### config.mk
export PLATFORM = sky130hd
export DESIGN_NAME = flash_reset_host
export DESIGN_NICKNAME = d
export VERILOG_FILES = /design/src/common/flash_reset_pkg.sv /design/src/hdl/flash_reset_host.sv
export SDC_FILE = /design/constraint.sdc
export NUM_CORES = 1
export LEC_CHECK = 0
export BUFFER_PORTS_ARGS = -buffer_cell sky130_fd_sc_hd__buf_2
export CORE_MARGIN = 2
export CORE_UTILIZATION = 35
export CTS_CLUSTER_SIZE = 8
export DETAILED_ROUTE_END_ITERATION = 8
export GPL_TIMING_DRIVEN = 0
export PLACE_DENSITY = 0.53
export SYNTH_ARGS = -nofsm -noshare
export SYNTH_HDL_FRONTEND = slang
export SYNTH_SLANG_ARGS = --single-unit
### constraint.sdc
create_clock -name mclk -period 2.36 [get_ports mclk]
set_input_delay 0.472 -clock mclk [delete_from_list [all_inputs] [get_ports mclk]]
set_output_delay 0.472 -clock mclk [all_outputs]
set_load 0.05 [all_outputs]
### src/common/flash_reset_pkg.sv
// shared constants and types for the flash reset/power-down host controller
package flash_reset_pkg;

    // ==================================================
    // clock and timing
    localparam int CLK_PERIOD_NS = 40;
    localparam int RESET_PULSE_MIN_NS = 100;
    localparam int IDLE_RESET_NS = 100;
    localparam int ABORT_ERASE_US = 22;
    localparam int ABORT_PROGRAM_US = 12;
    localparam int WRITE_RECOVERY_NS = 150;
    localparam int READ_RECOVERY_NS = 150;
    localparam int NS_PER_US = 1000;

    localparam int CNT_W = 10;

    localparam int RESET_PULSE_MIN_CYC = (RESET_PULSE_MIN_NS + CLK_PERIOD_NS - 1) / CLK_PERIOD_NS;
    localparam int IDLE_RESET_CYC = (IDLE_RESET_NS + CLK_PERIOD_NS - 1) / CLK_PERIOD_NS;
    localparam int ABORT_ERASE_CYC =
        (ABORT_ERASE_US * NS_PER_US + CLK_PERIOD_NS - 1) / CLK_PERIOD_NS;
    localparam int ABORT_PROGRAM_CYC =
        (ABORT_PROGRAM_US * NS_PER_US + CLK_PERIOD_NS - 1) / CLK_PERIOD_NS;
    localparam int WRITE_RECOVERY_CYC = (WRITE_RECOVERY_NS + CLK_PERIOD_NS - 1) / CLK_PERIOD_NS;
    localparam int READ_RECOVERY_CYC = (READ_RECOVERY_NS + CLK_PERIOD_NS - 1) / CLK_PERIOD_NS;

    localparam logic [CNT_W-1:0] CNT_ZERO = 10'h000;
    localparam logic [CNT_W-1:0] CNT_ONE = 10'h001;

    // ==================================================
    // operation kinds the flash may be running
    typedef enum logic [1:0] {
        OP_NONE,
        OP_PROGRAM,
        OP_ERASE
    } opKind_t;

    typedef enum logic [1:0] {
        ST_RESET_LOW,
        ST_RECOVER,
        ST_ACTIVE
    } ctrlState_t;

    // ==================================================
    // user side requests
    typedef struct packed {
        logic resetReq;
        logic powerDownReq;
        opKind_t opKind;
        logic opDone;
        logic readArrayIssued;
    } hostReq_t;

    // user bus strobes, active low
    typedef struct packed {
        logic ceN;
        logic weN;
        logic oeN;
    } busStrobe_t;

    // pins toward the flash
    typedef struct packed {
        logic resetPowerdownN;
        logic ceN;
        logic weN;
        logic oeN;
    } flashPins_t;

    typedef struct packed {
        logic readReady;
        logic writeReady;
        logic readArrayDue;
        logic inReset;
    } hostStatus_t;

endpackage

### src/hdl/flash_reset_host.sv
// host controller for the flash reset/power-down pin and strobe gating
`timescale 1ns/1ps

module flash_reset_host #(
    parameter int RESET_PULSE_CYC = flash_reset_pkg::RESET_PULSE_MIN_CYC,
    parameter int IDLE_CYC = flash_reset_pkg::IDLE_RESET_CYC,
    parameter int ERASE_ABORT_CYC = flash_reset_pkg::ABORT_ERASE_CYC,
    parameter int PROGRAM_ABORT_CYC = flash_reset_pkg::ABORT_PROGRAM_CYC,
    parameter int READ_REC_CYC = flash_reset_pkg::READ_RECOVERY_CYC,
    parameter int WRITE_REC_CYC = flash_reset_pkg::WRITE_RECOVERY_CYC
) (
    input wire logic mclk,
    input wire logic sys_rst,
    input wire flash_reset_pkg::hostReq_t hostReq,
    input wire flash_reset_pkg::busStrobe_t busStrobe,
    output flash_reset_pkg::flashPins_t flashPins,
    output flash_reset_pkg::hostStatus_t hostStatus
);

    // ==================================================
    // state
    typedef struct packed {
        flash_reset_pkg::ctrlState_t state;
        logic [flash_reset_pkg::CNT_W-1:0] cnt;
        flash_reset_pkg::flashPins_t pins;
        flash_reset_pkg::hostStatus_t status;
    } ctrl_t;

    // counts cut to the counter width; the package keeps them in range
    localparam logic [flash_reset_pkg::CNT_W-1:0] PULSE_CNT =
        RESET_PULSE_CYC[flash_reset_pkg::CNT_W-1:0];
    localparam logic [flash_reset_pkg::CNT_W-1:0] IDLE_CNT =
        IDLE_CYC[flash_reset_pkg::CNT_W-1:0];
    localparam logic [flash_reset_pkg::CNT_W-1:0] ERASE_CNT =
        ERASE_ABORT_CYC[flash_reset_pkg::CNT_W-1:0];
    localparam logic [flash_reset_pkg::CNT_W-1:0] PROG_CNT =
        PROGRAM_ABORT_CYC[flash_reset_pkg::CNT_W-1:0];
    localparam logic [flash_reset_pkg::CNT_W-1:0] READ_CNT =
        READ_REC_CYC[flash_reset_pkg::CNT_W-1:0];
    localparam logic [flash_reset_pkg::CNT_W-1:0] WRITE_CNT =
        WRITE_REC_CYC[flash_reset_pkg::CNT_W-1:0];
    // recovery runs to the longer of the two delays
    localparam logic [flash_reset_pkg::CNT_W-1:0] REC_CNT =
        (READ_REC_CYC > WRITE_REC_CYC) ? READ_CNT : WRITE_CNT;

    // strobes parked high while the reset pin is low
    localparam flash_reset_pkg::flashPins_t PARKED_PINS = '{
        resetPowerdownN: 1'b0,
        ceN: 1'b1,
        weN: 1'b1,
        oeN: 1'b1
    };

    // single state register and its next value
    ctrl_t ctrl_r;
    ctrl_t ctrl_nxt;

    // ==================================================
    // low time needed for the operation in flight
    // worst case of the kind wins; a partial abort still gets the full time
    function automatic logic [flash_reset_pkg::CNT_W-1:0] lowTime(
        input flash_reset_pkg::opKind_t kind
    );
        logic [flash_reset_pkg::CNT_W-1:0] t;
        t = (PULSE_CNT > IDLE_CNT) ? PULSE_CNT : IDLE_CNT;
        unique case (kind)
            flash_reset_pkg::OP_ERASE: begin
                if (ERASE_CNT > t) begin
                    t = ERASE_CNT;
                end
            end
            flash_reset_pkg::OP_PROGRAM: begin
                if (PROG_CNT > t) begin
                    t = PROG_CNT;
                end
            end
            flash_reset_pkg::OP_NONE: begin
            end
            default: begin
                // unused kind code treated as erase, the longest abort
                if (ERASE_CNT > t) begin
                    t = ERASE_CNT;
                end
            end
        endcase
        return t;
    endfunction

    // ==================================================
    // next state
    always_comb begin
        logic [flash_reset_pkg::CNT_W-1:0] elapsed;
        ctrl_nxt = ctrl_r;
        elapsed = REC_CNT - ctrl_r.cnt;
        unique case (ctrl_r.state)
            flash_reset_pkg::ST_RESET_LOW: begin
                // strobes parked high while in deep power-down
                ctrl_nxt.pins = PARKED_PINS;
                ctrl_nxt.status.readReady = 1'b0;
                ctrl_nxt.status.writeReady = 1'b0;
                ctrl_nxt.status.inReset = 1'b1;
                if (ctrl_r.cnt != flash_reset_pkg::CNT_ZERO) begin
                    ctrl_nxt.cnt = ctrl_r.cnt - flash_reset_pkg::CNT_ONE;
                end else if (!hostReq.powerDownReq) begin
                    // pin released only once no power-down is held
                    // recovery starts after the full shutdown interval
                    ctrl_nxt.state = flash_reset_pkg::ST_RECOVER;
                    ctrl_nxt.cnt = REC_CNT;
                    ctrl_nxt.pins.resetPowerdownN = 1'b1;
                    ctrl_nxt.status.inReset = 1'b0;
                end
            end
            flash_reset_pkg::ST_RECOVER: begin
                // reads and writes open separately as each delay runs out
                ctrl_nxt.status.inReset = 1'b0;
                ctrl_nxt.cnt = ctrl_r.cnt - flash_reset_pkg::CNT_ONE;
                if (elapsed + flash_reset_pkg::CNT_ONE >= READ_CNT) begin
                    ctrl_nxt.status.readReady = 1'b1;
                end
                if (elapsed + flash_reset_pkg::CNT_ONE >= WRITE_CNT) begin
                    ctrl_nxt.status.writeReady = 1'b1;
                end
                // last recovery cycle: both directions open
                if (ctrl_r.cnt == flash_reset_pkg::CNT_ONE) begin
                    ctrl_nxt.state = flash_reset_pkg::ST_ACTIVE;
                    ctrl_nxt.status.readReady = 1'b1;
                    ctrl_nxt.status.writeReady = 1'b1;
                end
            end
            flash_reset_pkg::ST_ACTIVE: begin
                // strobes follow the user one cycle late
                ctrl_nxt.status.readReady = 1'b1;
                ctrl_nxt.status.writeReady = 1'b1;
                ctrl_nxt.status.inReset = 1'b0;
            end
            default: begin
                // illegal state code: fall back to a full erase-length reset
                ctrl_nxt.state = flash_reset_pkg::ST_RESET_LOW;
                ctrl_nxt.cnt = lowTime(flash_reset_pkg::OP_ERASE);
            end
        endcase

        // ==================================================
        // strobe gating toward the flash
        if (ctrl_r.state != flash_reset_pkg::ST_RESET_LOW) begin
            ctrl_nxt.pins.ceN = busStrobe.ceN;
            // write needs both strobes low; inhibit until write recovery done
            ctrl_nxt.pins.weN = busStrobe.weN | busStrobe.ceN
                | ~ctrl_nxt.status.writeReady;
            ctrl_nxt.pins.oeN = busStrobe.oeN | ~busStrobe.weN
                | ~ctrl_nxt.status.readReady;
        end

        // ==================================================
        // a reset or power-down request starts the low phase
        // already low: a new request neither restarts nor shortens it
        if (hostReq.resetReq || hostReq.powerDownReq) begin
            if (ctrl_r.state != flash_reset_pkg::ST_RESET_LOW) begin
                ctrl_nxt.state = flash_reset_pkg::ST_RESET_LOW;
                ctrl_nxt.cnt = lowTime(hostReq.opKind) - flash_reset_pkg::CNT_ONE;
                ctrl_nxt.pins = PARKED_PINS;
                ctrl_nxt.status.readReady = 1'b0;
                ctrl_nxt.status.writeReady = 1'b0;
                ctrl_nxt.status.inReset = 1'b1;
            end
        end

        // ==================================================
        // read-array command owed after program/erase; set wins over readArrayIssued, but entering reset low clears it
        if (ctrl_nxt.state == flash_reset_pkg::ST_RESET_LOW) begin
            ctrl_nxt.status.readArrayDue = 1'b0;
        end else if (hostReq.opDone) begin
            ctrl_nxt.status.readArrayDue = 1'b1;
        end else if (hostReq.readArrayIssued) begin
            ctrl_nxt.status.readArrayDue = 1'b0;
        end
    end

    // ==================================================
    // registers; reset holds the flash in deep power-down
    always_ff @(posedge mclk or posedge sys_rst) begin
        if (sys_rst) begin
            ctrl_r.state <= flash_reset_pkg::ST_RESET_LOW;
            ctrl_r.cnt <= ERASE_CNT;
            ctrl_r.pins <= PARKED_PINS;
            ctrl_r.status <= '{readReady: 1'b0, writeReady: 1'b0, readArrayDue: 1'b0,
                inReset: 1'b1};
        end else begin
            ctrl_r <= ctrl_nxt;
        end
    end

    // ==================================================
    // outputs straight from the state register
    assign flashPins = ctrl_r.pins;
    assign hostStatus = ctrl_r.status;

endmodule // flash_reset_host

==> key figures <==
Placement
  • IO Port Bufs: 17
  • Pre-CTS setup slack: -0.0992 ns
  • Detailed Place HPWL: 2700 um
  • GPL Wtd Cong: 0.876

Power
  • Pwr Density: 958 nW/um^2
  • Tot Pwr: about 1.7 mW
  • Static leakage: 0.770 nW
  • Internal power: just over 1 mW
  • Peak supply drop: ~550 uV
  • Sw Ratio: 0.402
  • Clock power frac: 0.204
  • Switch Pwr: about 0.68 mW
  • Reg power frac: 0.360
  • Comb pwr share: 0.436

Timing
  • Final worst-path cycle share: 0.972
  • Pins Over Slew Limit: 0
  • Hold Violations, Final: 0
  • Clk_skew: roughly 0.0017 ns
  • Max Clk Rate: about 440 MHz
  • Final Worst Setup Slack: ~0.066 ns
  • Max-Slew Margin vs Limit: 0.484
  • Tmin final: around 2.3 ns
  • Hold WS: approximately 0.35 ns
  • Setup-failing EPs final: 0
  • RSZ-0062 raised after global routing: true
  • Measured slew at the worst slew-check pin: between 0.7 and 0.8 ns

Outcome
  • Status: finished clean

Clock tree
  • CTS H-Tree Depth: 1
  • Clock transition at path regs: around 0.080 ns
  • # Post-CTS Setup Buffers: 0
  • Clk Latency, worst-skew pair: 0.25 ns
  • Clk root buf: clkbuf_8
  • Clock sink count: 20
  • Total CTS buffers: 3
  • Clock tree buffer depth: 2
  • CTS tree: yes

Critical path
  • CP max FO: 8
  • Critical Path RT: 2.56 ns
  • Reg-to-reg critical path startpoint: ctrl_r[14]
  • Crit end category: register
  • Critical path launch point: ctrl_r[14]
  • Worst setup SP type: register
  • Worst Path Arrival: 2.50 ns
  • Worst Setup Path Type: reg2reg
  • Cell count of the worst reg-to-reg path: 5

Synthesis
  • Post-synth EDFFs: 0
  • Top FF cell, synth: dfrtp_1
  • Yosys reg bits: 20
  • Yosys warns: 0
  • Post-synthesis compound-gate area fraction: 0.243
  • Adder-cell share of the synthesized area: 0.0657
  • Syn nets: around 190
  • Synth cell types: 51
  • Sequential cell area fraction in the yosys report: 0.335
  • Synth Area in XOR/XNOR: 0.0115
  • Mapped cell area: 1520 sq um
  • Combinational family with the most area after synthesis: compound AO/OA/AOI/OAI gates
  • Fraction of registers with async set/reset: 1.00
  • Synth Area in Simple Gates: 0.227
  • Syn_area_per_cell: ~8.7 sq um
  • Post-synthesis mux area share: 0.0131
  • Cells after synthesis: approximately 180

Route
  • Detailed Routing Iterations Pass 1: 4
  • Antenna Violating Nets Remaining: 0
  • Via count: roughly 1,400
  • Vias per inst: 5.53
  • # DRC: 0
  • Routed wire length: ~3600 um
  • Iter 0 DRT Violations: 84
  • Wire per inst: between 10 and 15 um

Floorplanning
  • Die area: slightly below 5000 sq um
  • Placeable Area: 4090 sq um
  • Die width: ~70 um
  • Ports: 19
  • Initial core utilization: 0.373
  • Row count: 23
  • Chip Height: about 70 um

Final layout
  • Share of layout cells above drive strength 1: 0.308
  • Layout area overhead: 15.4%
  • Fillers: 419
  • Nets: 215
  • Ant. Diodes: 0

Global routing
  • Vias in the first global route: roughly 1,300
  • Total track usage: 0.154
  • First-pass GRT wire length: 6110 um
  • Largest net degree at the start of global routing: 21
  • Initial antenna violation count: 0
  • GRT overflow: 0

Min path
  • Hold Crit Class: in2async

Job
  • Maxcap violations: 0
## layout make-up
class,instances,area (sq um),share of cell area
plain buffers,17,110,0.0626
clock buffers,3,41.3,0.0235
clock inverters,1,30.0,0.0171
inverters,10,37.5,0.0213
multi-input cells,127,881,0.501
flip-flops and latches,20,512,0.291
well taps,50,62.6,0.0356
repair buffers,17,85.1,0.0484
## synthesized netlist by cell type, drive strengths merged (3+ instances only)
cell / number / area [sq um]
a21oi: 13 / 65.1
nor2: 13 / 48.8
buf: 12 / 98.8
dfrtp: 12 / 300
o21ai: 12 / 60.1
inv: 10 / 37.5
nand2: 10 / 37.5
dfstp: 8 / 210
ha: 8 / 100
nor3: 7 / 35.0
clkbuf: 6 / 22.5
nand3: 6 / 30.0
or2: 4 / 25.0
a21o: 3 / 22.5
nor2b: 3 / 18.8
nor4: 3 / 18.8
o221ai: 3 / 26.3
or3: 3 / 20.0
## stage by stage
step                      setup TNS, ns  area (sq um)  instances   util
final                                 0          1760        245  0.430
after global routing            -0.0148          1760        245  0.430
after CTS                             0          1750        246  0.428
after detailed placement         -0.181          1670        242  0.409
after global placement           -0.127          1670        242  0.409
after floorplan                       0          1520        175      -
## flip-flops by register name (all words and copies together), names as in the netlist
register	cells
ctrl_r	12
flashPins	4
hostStatus	4
## per-layer routing
metal  vias to the layer above  wire length [um]  share of wire  global-route usage
met5                         -                 0              0                   0
met4                         0                46          0.013              0.0491
met3                         6               107          0.029              0.0159
met2                        28              1770           0.49               0.250
met1                       649              1710           0.47               0.214
li1                        671                 -              -                   -
## critical path: stages (launching register included)
cell	delay, ns
dfrtp_2	0.47
or4_4	0.56
or4_1	0.52
and3_4	0.19
o41ai_4	0.29
a2111o_1	0.20
## cell usage in the layout, fill, tap and decap left out, types with 2 or more instances in the layout
cell type,Yosys,layout
nand3b_1,2,2
o221ai_1,3,3
or3_1,2,2
a41oi_1,2,2
nor2b_1,3,3
nand2b_1,2,2
nand2_1,10,10
or3b_2,2,2
ha_1,8,7
o31ai_1,2,2
buf_6,3,2
buf_4,8,8
dfstp_2,8,8
a41o_1,2,2
nor2_1,13,13
xnor2_1,2,2
nand3_1,6,6
buf_2,1,18
clkbuf_1,6,6
clkbuf_8,0,3
nor4_2,0,3
a21oi_1,13,13
or2_2,4,4
o21ai_0,12,12
a21o_1,3,3
dfrtp_1,12,11
inv_1,10,9
nor3_1,7,6
a31oi_1,2,2
mux2i_1,2,2
## path summary, 6_finish.rpt
| kind | endpoint | slack [ns] |
|---|---|---|
| max in group asynchronous | ctrl_r[14] | 1.48 |
| worst min-delay path | hostStatus[1] | 0.35 |
| worst max-delay path | flashPins[0] | 0.07 |
| worst max register to register | flashPins[0] | 0.07 |
| min in group mclk | flashPins[0] | 0.40 |
| worst min register to register | hostStatus[2] | 0.54 |
## timing repair
action,4_1_cts,5_1_grt
gates resized for setup,1,6
endpoints found under the setup margin,2,7
pin swaps,0,1
hold buffers,0,0
## power groups by stage
stage | combinational [mW] | clock, mW | sequential (mW)
after floorplan | 0.602 | 0 | 0.535
after global placement | 0.723 | 0 | 0.571
after detailed placement | 0.740 | 0 | 0.576
after CTS | 0.751 | 0.361 | 0.572
after global routing | 0.804 | 0.375 | 0.625
final | 0.734 | 0.344 | 0.606
## logic make-up after synthesis
logic type | Yosys count
simple gates | 63
compound gates | 52
buf+inv | 28
fa+ha+maj | 8
mux | 2
flops | 20
xor+xnor | 2
(Power assumes the default switching activity.)
